**config.mk**
```make
export PLATFORM = sky130hd
export DESIGN_NAME = port_cd_pin_function_select
export DESIGN_NICKNAME = d
export VERILOG_FILES = /design/src/pin_mux_pkg.sv /design/src/cfg_word_reg.sv /design/src/port_cd_pin_function_select.sv
export VERILOG_INCLUDE_DIRS = /design/src /design/src/src
export SDC_FILE = /design/constraint.sdc
export NUM_CORES = 1
export LEC_CHECK = 0
export BUFFER_PORTS_ARGS = -buffer_cell sky130_fd_sc_hd__buf_2
export CORE_AREA = 2 2 103 85
export CTS_BUF_LIST = sky130_fd_sc_hd__clkbuf_4 sky130_fd_sc_hd__clkbuf_8
export DETAILED_ROUTE_END_ITERATION = 8
export DIE_AREA = 0 0 105 87
export PLACE_DENSITY = 0.87
export SETUP_SLACK_MARGIN = 0.2
export SYNTH_ARGS = -nofsm -noshare
export SYNTH_HDL_FRONTEND = slang
export SYNTH_SLANG_ARGS = --single-unit
```
**constraint.sdc**
```tcl
create_clock -name ref_clk_i -period 1.49 [get_ports ref_clk_i]
set_input_delay 0.2235 -clock ref_clk_i [delete_from_list [all_inputs] [get_ports ref_clk_i]]
set_output_delay 0.2235 -clock ref_clk_i [all_outputs]
set_load 0.02 [all_outputs]
```
**src/pin_mux_cfg.svh**
```systemverilog
// Offsets, reset values, field encodings and sizes for the port C/D pin-function block
`ifndef PIN_MUX_CFG_SVH
`define PIN_MUX_CFG_SVH

`define PMX_ADDR_W        12
`define PMX_OFF_PORT_C    12'h000
`define PMX_OFF_PORT_D    12'h004
`define PMX_REG_W         16
`define PMX_PIN_CNT       8
`define PMX_BE_W          2
`define PMX_RST_PORT_C    16'hf000
`define PMX_RST_PORT_D    16'hf0cc
`define PMX_D_SPECIAL_PIN 5
`define PMX_MODE_ALT      2'h0
`define PMX_MODE_OUT      2'h1
`define PMX_MODE_IN_PU    2'h2
`define PMX_MODE_IN_NOPU  2'h3
`define PMX_STRB_ALL      4'hf

`endif

```
**src/pin_mux_pkg.sv**
```systemverilog
// Types and the per-pin mode decode shared by the pin-function block
package pin_mux_pkg;
`include "pin_mux_cfg.svh"

    typedef enum logic [1:0] {
        PIN_ALT,
        PIN_OUT,
        PIN_IN_PULL_UP,
        PIN_IN_FLOAT
    } pin_mode_t;

    // Pin steering: alternate function, output drive, pull-up
    typedef struct packed {
        logic alt;
        logic out;
        logic pull;
    } pin_attr_t;

    function automatic pin_attr_t pin_attr(input logic [1:0] field, input logic special);
        pin_attr_t a;
        pin_mode_t m;
        a = '0;
        m = PIN_ALT;
        if (field == `PMX_MODE_OUT) begin
            m = PIN_OUT;
        end else if (field == `PMX_MODE_IN_PU) begin
            m = PIN_IN_PULL_UP;
        end else if (field == `PMX_MODE_IN_NOPU) begin
            m = PIN_IN_FLOAT;
        end
        case (m)
            PIN_ALT:        a.alt = 1'b1;
            // Forbidden code on the special pin: never drive, fall back to plain input
            PIN_OUT:        a.out = ~special;
            PIN_IN_PULL_UP: a.pull = 1'b1;
            default:        a = '0;
        endcase
        return a;
    endfunction : pin_attr

endpackage : pin_mux_pkg

```
**src/cfg_word_reg.sv**
```systemverilog
// One 16-bit control word with byte-lane writes and a fixed reset value
`timescale 1ns/1ps
`include "pin_mux_cfg.svh"
module cfg_word_reg #(
    parameter logic [`PMX_REG_W-1:0] RESET_VAL = '0
) (
    input  wire logic                  ref_clk_i,
    input  wire logic                  rst_b_i,
    input  wire logic                  wr_en_i,
    input  wire logic [`PMX_BE_W-1:0]  be_i,
    input  wire logic [`PMX_REG_W-1:0] wdata_i,
    output logic      [`PMX_REG_W-1:0] q_o
);
    genvar b;
    generate
        for (b = 0; b < `PMX_BE_W; b++) begin : g_lane
            always_ff @(posedge ref_clk_i or negedge rst_b_i) begin
                if (!rst_b_i) begin
                    q_o[8*b +: 8] <= RESET_VAL[8*b +: 8];
                end else if (wr_en_i && be_i[b]) begin
                    q_o[8*b +: 8] <= wdata_i[8*b +: 8];
                end
            end
        end
    endgenerate
endmodule : cfg_word_reg

```
**src/port_cd_pin_function_select.sv**
```systemverilog
// Pin-function select for ports C and D behind an APB slave
//
// The APB slave port and the register offsets were decided locally.
`timescale 1ns/1ps
`include "pin_mux_cfg.svh"

module port_cd_pin_function_select
    import pin_mux_pkg::*;
(
    input  wire logic                    ref_clk_i,
    input  wire logic                    rst_b_i,
    input  wire logic [`PMX_ADDR_W-1:0]  paddr_i,
    input  wire logic                    psel_i,
    input  wire logic                    penable_i,
    input  wire logic                    pwrite_i,
    input  wire logic [31:0]             pwdata_i,
    input  wire logic [3:0]              pstrb_i,
    output logic      [31:0]             prdata_o,
    output logic                         pready_o,
    output logic                         pslverr_o,
    output logic      [`PMX_PIN_CNT-1:0] port_c_alt_sel_o,
    output logic      [`PMX_PIN_CNT-1:0] port_c_out_en_o,
    output logic      [`PMX_PIN_CNT-1:0] port_c_pull_up_en_o,
    output logic      [`PMX_PIN_CNT-1:0] port_d_alt_sel_o,
    output logic      [`PMX_PIN_CNT-1:0] port_d_out_en_o,
    output logic      [`PMX_PIN_CNT-1:0] port_d_pull_up_en_o
);
    logic [`PMX_REG_W-1:0]   port_c_pin_function_control;
    logic [`PMX_REG_W-1:0]   port_d_pin_function_control;
    logic [`PMX_PIN_CNT-1:0] c_alt_d;
    logic [`PMX_PIN_CNT-1:0] c_out_d;
    logic [`PMX_PIN_CNT-1:0] c_pull_d;
    logic [`PMX_PIN_CNT-1:0] d_alt_d;
    logic [`PMX_PIN_CNT-1:0] d_out_d;
    logic [`PMX_PIN_CNT-1:0] d_pull_d;

    // Whole-word pin image; a constant here so the async reset branch loads constants only
    function automatic logic [3*`PMX_PIN_CNT-1:0] pin_image(input logic [`PMX_REG_W-1:0] w,
                                                           input logic is_d);
        pin_attr_t                 a;
        logic [3*`PMX_PIN_CNT-1:0] img;
        img = '0;
        for (int i = 0; i < `PMX_PIN_CNT; i++) begin
            a = pin_attr(w[2*i +: 2], is_d && (i == `PMX_D_SPECIAL_PIN));
            img[2*`PMX_PIN_CNT+i] = a.alt;
            img[`PMX_PIN_CNT+i]   = a.out;
            img[i]                = a.pull;
        end
        return img;
    endfunction : pin_image

    localparam logic [3*`PMX_PIN_CNT-1:0] C_RST_IMG = pin_image(`PMX_RST_PORT_C, 1'b0);
    localparam logic [3*`PMX_PIN_CNT-1:0] D_RST_IMG = pin_image(`PMX_RST_PORT_D, 1'b1);

    // Bus decode
    wire        setup_w   = psel_i && !penable_i;
    wire        sel_c_w   = (paddr_i == `PMX_OFF_PORT_C);
    wire        sel_d_w   = (paddr_i == `PMX_OFF_PORT_D);
    wire        mapped_w  = sel_c_w || sel_d_w;
    wire        access_w  = psel_i && penable_i && pready_o;
    wire        wr_c_w    = access_w && pwrite_i && sel_c_w;
    wire        wr_d_w    = access_w && pwrite_i && sel_d_w;
    wire [31:0] rd_mux_w  = sel_c_w ? {16'h0000, port_c_pin_function_control} :
                            sel_d_w ? {16'h0000, port_d_pin_function_control} : 32'h0000_0000;
    wire [`PMX_BE_W-1:0] be_w = pstrb_i[`PMX_BE_W-1:0];

    cfg_word_reg #(.RESET_VAL(`PMX_RST_PORT_C)) u_port_c_reg (
        .ref_clk_i (ref_clk_i),
        .rst_b_i   (rst_b_i),
        .wr_en_i   (wr_c_w),
        .be_i      (be_w),
        .wdata_i   (pwdata_i[`PMX_REG_W-1:0]),
        .q_o       (port_c_pin_function_control)
    );

    cfg_word_reg #(.RESET_VAL(`PMX_RST_PORT_D)) u_port_d_reg (
        .ref_clk_i (ref_clk_i),
        .rst_b_i   (rst_b_i),
        .wr_en_i   (wr_d_w),
        .be_i      (be_w),
        .wdata_i   (pwdata_i[`PMX_REG_W-1:0]),
        .q_o       (port_d_pin_function_control)
    );

    // Answer one cycle after setup: one access cycle, never stretched
    always_ff @(posedge ref_clk_i or negedge rst_b_i) begin
        if (!rst_b_i) begin
            pready_o  <= 1'b0;
            pslverr_o <= 1'b0;
            prdata_o  <= 32'h0000_0000;
        end else begin
            pready_o  <= setup_w;
            pslverr_o <= setup_w && !mapped_w;
            prdata_o  <= (setup_w && !pwrite_i) ? rd_mux_w : 32'h0000_0000;
        end
    end

    // Per-pin decode
    genvar n;
    generate
        for (n = 0; n < `PMX_PIN_CNT; n++) begin : g_pin
            localparam logic SPECIAL = (n == `PMX_D_SPECIAL_PIN);
            pin_attr_t a_c;
            pin_attr_t a_d;
            assign a_c = pin_attr(port_c_pin_function_control[2*n +: 2], 1'b0);
            assign a_d = pin_attr(port_d_pin_function_control[2*n +: 2], SPECIAL);
            assign c_alt_d[n]    = a_c.alt;
            assign c_out_d[n]    = a_c.out;
            assign c_pull_d[n]   = a_c.pull;
            assign d_alt_d[n]    = a_d.alt;
            assign d_out_d[n]    = a_d.out;
            assign d_pull_d[n]   = a_d.pull;
        end
    endgenerate

    // Registered pin controls lag the control word by one cycle
    always_ff @(posedge ref_clk_i or negedge rst_b_i) begin
        if (!rst_b_i) begin
            {port_c_alt_sel_o, port_c_out_en_o, port_c_pull_up_en_o} <= C_RST_IMG;
            {port_d_alt_sel_o, port_d_out_en_o, port_d_pull_up_en_o} <= D_RST_IMG;
        end else begin
            port_c_alt_sel_o    <= c_alt_d;
            port_c_out_en_o     <= c_out_d;
            port_c_pull_up_en_o <= c_pull_d;
            port_d_alt_sel_o    <= d_alt_d;
            port_d_out_en_o     <= d_out_d;
            port_d_pull_up_en_o <= d_pull_d;
        end
    end
endmodule : port_cd_pin_function_select

```
==> flow_summary.toml, run 1 <==
[cts]
root_buffer = "clkbuf_8"
clk_pin_slew_worst_paths_ns = 0.09
cts_buffer_depth = 2
cts_made_buffers = 9
cts_max_level = 3
clkSinkCount = 97
cts_tree = "done"
clk_latency_ns = 0.35

[floorplan]
ios = 135
core_area_sq_um = 8183
placementRows = 30
start_util_pct = 43.41
die-area_sq_um = 9135
dieHeight_um = 87
die_width_um = 105

[worst_setup_path]
required_ns = 1.72
critical_path_class = "in -> reg"
crit_path_end = "u_port_c_reg.q_o[0]$_DFFE_PN0P_"
critPathMaxFanout = 8
start_kind = "primary input"
r2r-start = "pready_o$_DFF_PN0_"
critical_path.endpoint_type = "flip-flop"
crit_arrival_ns = 1.89
r2r_setup_slack_ns = 0.10
cp-startpoint = "paddr_i[8]"
rr_endpoint = "u_port_c_reg.q_o[0]$_DFFE_PN0P_"
reg2regPathDepth = 4

[routing]
vias = 2340
drtPass1Iterations = 4
drc = 0
drtIter0Drc = 66
routed_wl_mm = 7.332
ant_nets = 0
avgRoutedWirePerCell_um = 14.78
avgViaCountPerCell = 4.718

[yosys]
avgSynthCellArea_sq_um = 14.10
netlist_area_sq_um = 3552
synth_cells = 252
synth_top_area_share_pct = 52.84
synth_area_leaders = "dfrtp_1 53%, dfstp_2 16%, mux2_2 10%"
yosysTopAreaCell = "dfrtp_1"
synth_seq_area_share_pct = 69.11
synth_cell_types = 23
ys_ff_latch = 97
synth_warnings = 0

[cells_and_area]
finish.utilization_pct = 59.72
fin_nets = 432
layout_common_cells = "94 x buf_2, 74 x dfrtp_1, 32 x nor2b_1, 32 x nor2_1, 32 x mux2_4"
final_common_cell = "buf_2"
design_area_sq_um = 4887
drive_gt1_share_pct = 57.55
area_growth_pct = 37.58
n_antenna_cell = 0

[global_routing]
grt_max_degree = 63
grt_overflow = 0
grt_pass1_vias = 2326
antenna_found_initial = 0
track_usage_pct = 16.60
grt_pass1_wl_mm = 11.58

[outcome]
status = "complete, but fails checks"
violations = "setup timing"

[placement]
port_buffers = 99
place_hpwl_mm = 5.115
placed_cell_area_sq_um = 4437
place_congestion = 0.7642

[timing]
max_freq_mhz = 604.9
slew_viol_final = 0
skew_ns = 0.01111
rsz0062_at_grt = "true"
hold_viol = 0
setup_ws_ns = -0.1632
finalCriticalPeriod_ns = 1.653
tns_ns = -2.315
setup_viol = 19
period_share_pct = 111.0
hold_ws_ns = 0.05720

[power]
p_leak_nw = 2.413
power_density_nw_per_um2 = 936.4
total_power_mw = 4.576
irDropWorstVdd_mv = 0.5123

[flow_run]
max-cap-violations = 0

[min_path]
holdPathStages = 2
hp-class = "in -> reg"
synth_stat cells:
library cell and n:
clkbuf_1 3, dfrtp_1 75, or4_4 1, and4_1 2, nor2_1 34, a22oi_1 16, nand2b_1 1, buf_1 1
buf_4 19, conb_1 1, or4_1 1, or3_1 1, nor4_1 2, dfstp_2 22, nor2b_1 32, nor4_4 1
buf_2 1, nor3_1 1, nand2_1 2, o31a_1 1, nand4_1 1, mux2_2 32, and3_1 2
worst min path at each step:
stage	startpoint	endpoint	slack [ns]
after CTS	penable_i	pready_o$_DFF_PN0_	0.04
after global placement	rst_b_i	port_d_out_en_o[0]$_DFF_PN0_	0.21
after global routing	penable_i	pready_o$_DFF_PN0_	0.06
final	penable_i	pready_o$_DFF_PN0_	0.06
after floorplan	rst_b_i	port_c_alt_sel_o[6]$_DFF_PN0_	-0.07
after detailed placement	rst_b_i	port_d_out_en_o[0]$_DFF_PN0_	0.21
flip-flops by register name, indices dropped and copies added, names as in the netlist:
name / cells
port_c_alt_sel_o: 8
port_c_pull_up_en_o: 8
prdata_o: 16
u_port_c_reg.q_o: 16
port_d_out_en_o: 7
port_c_out_en_o: 8
u_port_d_reg.q_o: 16
port_d_pull_up_en_o: 8
port_d_alt_sel_o: 8
pready_o: 1
pslverr_o: 1
final cells by class:
type	count	area, sq um
tap	112	140.1
sequential	97	2456
fill	702	3296
clock inverter	6	65.06
multi-input combinational	147	1267
clock buffer	10	137.6
timing repair buffer	124	820.8
where the power goes:
group	switching (mW)	internal, mW
logic	0.146	0.0800
clock network	0.883	0.828
registers	0.00166	2.64
layer usage:
layer,up-vias,GRT usage (%),part of all wire [%]
li1,1067,-,-
met1,1180,21.87,45
met2,88,27.33,49
met3,5,3.291,5.0
met4,0,6.909,1.2
met5,-,0,0
timing repair:
action / 4_1_cts / 5_1_grt
endpoints found under the hold margin: 75 / 0
setup buffers: 3 / 2
setup endpoints to repair: 48 / 50
resized for setup: 32 / 14
pin swaps: 19 / 24
hold buffers: 1 / 0
logic make-up after synthesis:
logic type | Yosys count | share of synthesized area, %
AOI/OAI and AO/OA | 17 | 3.628
buffers and inverters | 24 | 4.579
DFF | 97 | 69.11
muxes | 32 | 10.14
other | 1 | 0.1056
and+or+nand+nor | 81 | 12.43
critical path, cell delays in order:
cell and delay (ns):
buf_6 0.09, or4_4 0.56, nor4_4 0.32, and3_4 0.25, buf_12 0.13, mux2_4 0.30
per-stage QoR:
stage,setup WS (ns),instances
2_1_floorplan,-0.4692,268
3_3_place_gp,-0.5449,474
3_5_place_dp,-0.6111,474
4_1_cts,-0.1607,494
5_1_grt,-0.1780,496
6_report,-0.1632,496
Power figures use the tool's default switching activity.
==> run 2, diff against run 1 <==
--- a/config.mk
+++ b/config.mk
@@ -6,12 +6,12 @@
 export SDC_FILE = /design/constraint.sdc
 export NUM_CORES = 1
 export LEC_CHECK = 0
-export BUFFER_PORTS_ARGS = -buffer_cell sky130_fd_sc_hd__buf_2
-export CORE_AREA = 2 2 103 85
+export CORE_AREA = 2 2 86 72
 export CTS_BUF_LIST = sky130_fd_sc_hd__clkbuf_4 sky130_fd_sc_hd__clkbuf_8
 export DETAILED_ROUTE_END_ITERATION = 8
-export DIE_AREA = 0 0 105 87
-export PLACE_DENSITY = 0.87
+export DIE_AREA = 0 0 88 74
+export DONT_BUFFER_PORTS = 1
+export PLACE_DENSITY = 0.9
 export SETUP_SLACK_MARGIN = 0.2
 export SYNTH_ARGS = -nofsm -noshare
 export SYNTH_HDL_FRONTEND = slang
==> constraint.sdc (replaced) <==
create_clock -name ref_clk_i -period 1.8 [get_ports ref_clk_i]
set_input_delay 0.27 -clock ref_clk_i [delete_from_list [all_inputs] [get_ports ref_clk_i]]
set_output_delay 0.27 -clock ref_clk_i [all_outputs]
set_load 0.02 [all_outputs]
==> run 2 against run 1 <==
  * The run ends with hold timing left
  * Count of clock-buffer cells in the layout is 1 lower
  * Utilization is 10 points higher
  * First-iteration DRC count up 29%
  * Critical path depth shrank 1
  * Clock power fell by 17%
  * Final area decreased by 19%
  * Sequential share of layout area up 12 points
  * Final cell count shrank 28%
  * Non-clock buffer count shrank 110
  * Sequential cell count is the same
  * Hold slack got worse by 0.45 ns
  * Register-to-register slack better by 0.26 ns
  * Largest power group unchanged
==> flow_summary.toml, run 2 (synthesized netlist as in run 1, its figures left out) <==
[worst_setup_path]
slowest_delay_ns = 0.54
cp_slowest_cell = "or4_4"
start_kind = "primary input"
critical_path.endpoint_type = "flip-flop"
critical_path_class = "in -> reg"
r2r-start = "pready_o$_DFF_PN0_"
crit_arrival_ns = 1.86
critPathMaxFanout = 4
cp_cell_sequence = "or4_4 > nor4_4 > and3_4 > buf_6 > mux2_2"
r2r_setup_slack_ns = 0.36
required_ns = 2.04
rr_endpoint = "u_port_d_reg.q_o[1]$_DFFE_PN0P_"
reg2regPathDepth = 5

[floorplan]
die_width_um = 88
core_area_sq_um = 5662
dieHeight_um = 74
die-area_sq_um = 6512
ios = 135
placementRows = 25
start_util_pct = 62.74

[cts]
cts_hold_buffers = 1
cts_made_buffers = 9
cts_buffer_depth = 2
cts_max_level = 3
cts_tree = "done"
root_buffer = "clkbuf_8"
clk_pin_slew_worst_paths_ns = 0.09
clkSinkCount = 97
clk_latency_ns = 0.35

[timing]
hold_viol = 97
slew_headroom_pct = 52.14
setup_viol = 0
hold_ws_ns = -0.3914
skew_ns = 0.006697
finalCriticalPeriod_ns = 1.625
period_share_pct = 90.27
tns_ns = 0
slew_viol_final = 0
worst_slew_pin_slew_ns = 0.7179
setup_ws_ns = 0.1751
max_freq_mhz = 615.4
rsz0062_at_grt = "true"

[routing]
drtPass1Iterations = 4
avgRoutedWirePerCell_um = 17.71
avgViaCountPerCell = 5.389
drtIter0Drc = 85
vias = 1913
drc = 0
routed_wl_mm = 6.286
ant_nets = 0

[cells_and_area]
fin_nets = 322
final_common_cell = "dfrtp_1"
design_area_sq_um = 3951
n_fill_cell = 400
layout_common_cells = "75 x dfrtp_1, 32 x nor2b_1, 32 x nor2_1"
ff_latch_area_sq_um = 2455
multi_input_area_sq_um = 1047
final-instance-count-excl-fill = 355
top_regs = "prdata_o (16), u_port_c_reg.q_o (16), u_port_d_reg.q_o (16)"
n_antenna_cell = 0
area_growth_pct = 11.24
drive_gt1_share_pct = 32.48
finish.utilization_pct = 69.79

[global_routing]
grt_pass1_vias = 1815
grt_overflow = 0
grt_pass1_wl_mm = 9.867
antenna_found_initial = 0
track_usage_pct = 20.79
grt_max_degree = 98

[outcome]
status = "complete, but fails checks"
violations = "hold timing"

[power]
irDropWorstVdd_mv = 0.5960
power_density_nw_per_um2 = 926.0
p_leak_nw = 1.843

[placement]
place_hpwl_mm = 4.241
placed_cell_area_sq_um = 3664
port_buffers = 0
dp_slack_ns = -0.2101
dp_cells = 335
place_congestion = 0.8662

[flow_run]
max-cap-violations = 0

[min_path]
hp-class = "in -> async"
-- run 2: how the worst max path moves through the flow --
stage                 from                              end  cells past startpoint  slack (ns)
2_1_floorplan  paddr_i[11]  u_port_c_reg.q_o[0]$_DFFE_PN0P_                      5       -0.21
3_3_place_gp   paddr_i[11]  u_port_c_reg.q_o[5]$_DFFE_PN0P_                      5       -0.20
3_5_place_dp   paddr_i[11]  u_port_c_reg.q_o[3]$_DFFE_PN0P_                      5       -0.21
4_1_cts         paddr_i[8]  u_port_c_reg.q_o[7]$_DFFE_PN0P_                      5        0.20
5_1_grt        paddr_i[11]  u_port_c_reg.q_o[4]$_DFFE_PN0P_                      5        0.16
6_report       paddr_i[11]  u_port_c_reg.q_o[0]$_DFFE_PN0P_                      5        0.18
-- run 2: final cells by class --
cell class	instances	area share, %
Clock buffer	9	3.135
Clock inverter	7	2.122
Timing Repair Buffer	14	3.547
Tap cell	81	2.565
Multi-Input combinational cell	147	26.50
Sequential cell	97	62.13
-- run 2: where the power goes --
| part | switching, mW | total (mW) | internal [mW] |
|---|---|---|---|
| combinational | 0.0442 | 0.0546 | 0.0105 |
| clock | 0.749 | 1.42 | 0.669 |
| sequential | 0.00331 | 2.19 | 2.18 |
-- run 2: worst max-delay path: cells and delay by family --
family        cells  cell delay [ns]
buf+inv           1             0.12
mux               1             0.32
simple gates      3             1.15
-- run 2: what timing repair did --
action,CTS,global route
setup endpoints to repair,10,16
gates resized for setup,5,7
endpoints found under the hold margin,98,97
pin swaps,3,4
setup buffers,2,1
-- run 2: metrics by stage --
| stage | total power [mW] | hold slack [ns] |
|---|---|---|
| after floorplan | 2.301 | -0.02559 |
| after global placement | 2.277 | -0.02432 |
| after detailed placement | 2.277 | -0.02424 |
| after CTS | 3.702 | -0.4166 |
| after global routing | 3.806 | -0.4309 |
| final | 3.659 | -0.3914 |
-- run 2: routing by layer --
metal	global-route usage [%]	wire length (um)
met5	0	0
met4	6.325	31
met3	5.660	285
met2	34.60	3421
met1	27.15	2548
==> run 3, diff against run 2 <==
==> constraint.sdc (replaced) <==
create_clock -name ref_clk_i -period 1.56 [get_ports ref_clk_i]
set_input_delay 0.078 -clock ref_clk_i [delete_from_list [all_inputs] [get_ports ref_clk_i]]
set_output_delay 0.078 -clock ref_clk_i [all_outputs]
set_load 0.02 [all_outputs]
==> run 3 against run 2 <==
  * The flow still finishes with violations (hold timing)
  * Register-to-register slack worse by 0.19 ns
  * Highest routed layer unchanged
  * First-iteration DRC count down 22%
  * Total power up 15%
  * Final area grew 7.2%
==> flow_summary.toml, run 3 (synthesized netlist as in run 1, its figures left out) <==
[outcome]
status = "complete, but fails checks"
violations = "hold timing"

[routing]
routed_wl_mm = 6.495
drc = 0
drtIter0Drc = 66
ant_nets = 0
avgRoutedWirePerCell_um = 17.46
drtPass1Iterations = 4
avgViaCountPerCell = 5.282
vias = 1965

[floorplan]
start_util_pct = 62.74
dieHeight_um = 74
core_area_sq_um = 5662
die_width_um = 88
die-area_sq_um = 6512
placementRows = 25
ios = 135

[worst_setup_path]
critPathMaxFanout = 4
critical_path_class = "in -> reg"
crit_family = "simple AND/OR/NAND/NOR gates"
crit_arrival_ns = 1.67
critical_path.endpoint_type = "flip-flop"
required_ns = 1.80
start_kind = "primary input"
path_buf_inv = 1
rr_endpoint = "u_port_c_reg.q_o[7]$_DFFE_PN0P_"
r2r_setup_slack_ns = 0.17
slowest_delay_ns = 0.55
reg2regPathDepth = 4
cp_cell_sequence = "or4_4 > nor4_4 > and3_4 > buf_6 > mux2_4"
cp_slowest_cell = "or4_4"
r2r-start = "pready_o$_DFF_PN0_"

[cells_and_area]
n_antenna_cell = 0
n_fill_cell = 341
layout_common_cells = "74 x dfrtp_1, 32 x nor2b_1, 32 x nor2_1"
fin_nets = 339
area_growth_pct = 19.23
top_regs = "prdata_o (16), u_port_c_reg.q_o (16), u_port_d_reg.q_o (16)"
design_area_sq_um = 4235
final_common_cell = "dfrtp_1"
drive_gt1_share_pct = 31.62

[timing]
skew_ns = 0.005741
setup_viol = 0
slew_headroom_pct = 50.12
hold_ws_ns = -0.5874
hold_viol = 97
max_freq_mhz = 700.4
rsz0062_at_grt = "true"
period_share_pct = 91.52
worst_slew_pin_slew_ns = 0.7482
slew_viol_final = 0
finalCriticalPeriod_ns = 1.428
setup_ws_ns = 0.1323

[placement]
place_hpwl_mm = 4.203
place_congestion = 0.7946
port_buffers = 0
dp_slack_ns = -0.2747
placed_cell_area_sq_um = 3652

[global_routing]
grt_max_degree = 98
grt_overflow = 0
grt_pass1_vias = 1923
grt_pass1_wl_mm = 10.07
antenna_found_initial = 0
track_usage_pct = 20.85

[cts]
root_buffer = "clkbuf_8"
clk_latency_ns = 0.35
cts_tree = "done"
cts_hold_buffers = 19
cts_buffer_depth = 2
clk_pin_slew_worst_paths_ns = 0.09
clkSinkCount = 97
cts_max_level = 3
cts_made_buffers = 9

[flow_run]
max-cap-violations = 0

[power]
p_leak_nw = 1.947
power_density_nw_per_um2 = 997.8
irDropWorstVdd_mv = 0.7445

[min_path]
hp-class = "in -> async"
[run 3: power by group]
| group | internal [mW] | switching (mW) | leakage [nW] |
|---|---|---|---|
| registers | 2.52 | 0.00359 | 1.24 |
| logic | 0.0415 | 0.0660 | 0.607 |
| clock network | 0.757 | 0.839 | 0.0977 |
[run 3: through the flow]
stage	total power, mW	utilization [%]	cells	setup TNS [ns]
2_1_floorplan	2.656	-	268	-3.833
3_3_place_gp	2.628	64.51	333	-3.509
3_5_place_dp	2.628	64.51	333	-4.038
4_1_cts	4.277	73.92	372	0
5_1_grt	4.397	74.81	372	0
6_report	4.226	74.81	372	0
[run 3: worst reg2reg max path, stage by stage, from the launching register on]
cell,delay [ns]
dfrtp_2,0.37
and4_4,0.27
and3_4,0.22
buf_6,0.13
mux2_4,0.30
[run 3: layout make-up]
cell class,instances,area [sq um],share of cell area (%)
Tap cell,81,101.3,2.393
Clock inverter,7,78.83,1.861
Multi-Input combinational cell,147,1146,27.06
Timing Repair Buffer,31,329.1,7.770
Sequential cell,97,2456,57.99
Clock buffer,9,123.9,2.925
[run 3: metal layers]
metal | vias to the layer above | global-route usage [%] | routed length [um]
met5 | - | 0 | 0
met4 | 0 | 7.863 | 104
met3 | 9 | 5.327 | 271
met2 | 66 | 34.18 | 3401
met1 | 1010 | 27.23 | 2718
li1 | 880 | - | -
[run 3: worst max path at each step]
stage / startpoint / to / slack (ns) / depth (start not counted)
after floorplan: paddr_i[11] / u_port_c_reg.q_o[0]$_DFFE_PN0P_ / -0.25 / 5
after global placement: paddr_i[11] / u_port_c_reg.q_o[9]$_DFFE_PN0P_ / -0.24 / 5
after detailed placement: paddr_i[11] / u_port_c_reg.q_o[5]$_DFFE_PN0P_ / -0.27 / 5
after CTS: paddr_i[8] / u_port_c_reg.q_o[5]$_DFFE_PN0P_ / 0.15 / 5
after global routing: paddr_i[8] / u_port_c_reg.q_o[12]$_DFFE_PN1P_ / 0.12 / 5
final: paddr_i[8] / u_port_c_reg.q_o[7]$_DFFE_PN0P_ / 0.13 / 5
[run 3: timing repair]
| action | in CTS | in global routing |
|---|---|---|
| endpoints found under the hold margin | 131 | 97 |
| buffers inserted | 4 | 0 |
| setup endpoints to repair | 32 | 33 |
| pin swaps | 7 | 7 |
| gates resized for setup | 22 | 13 |
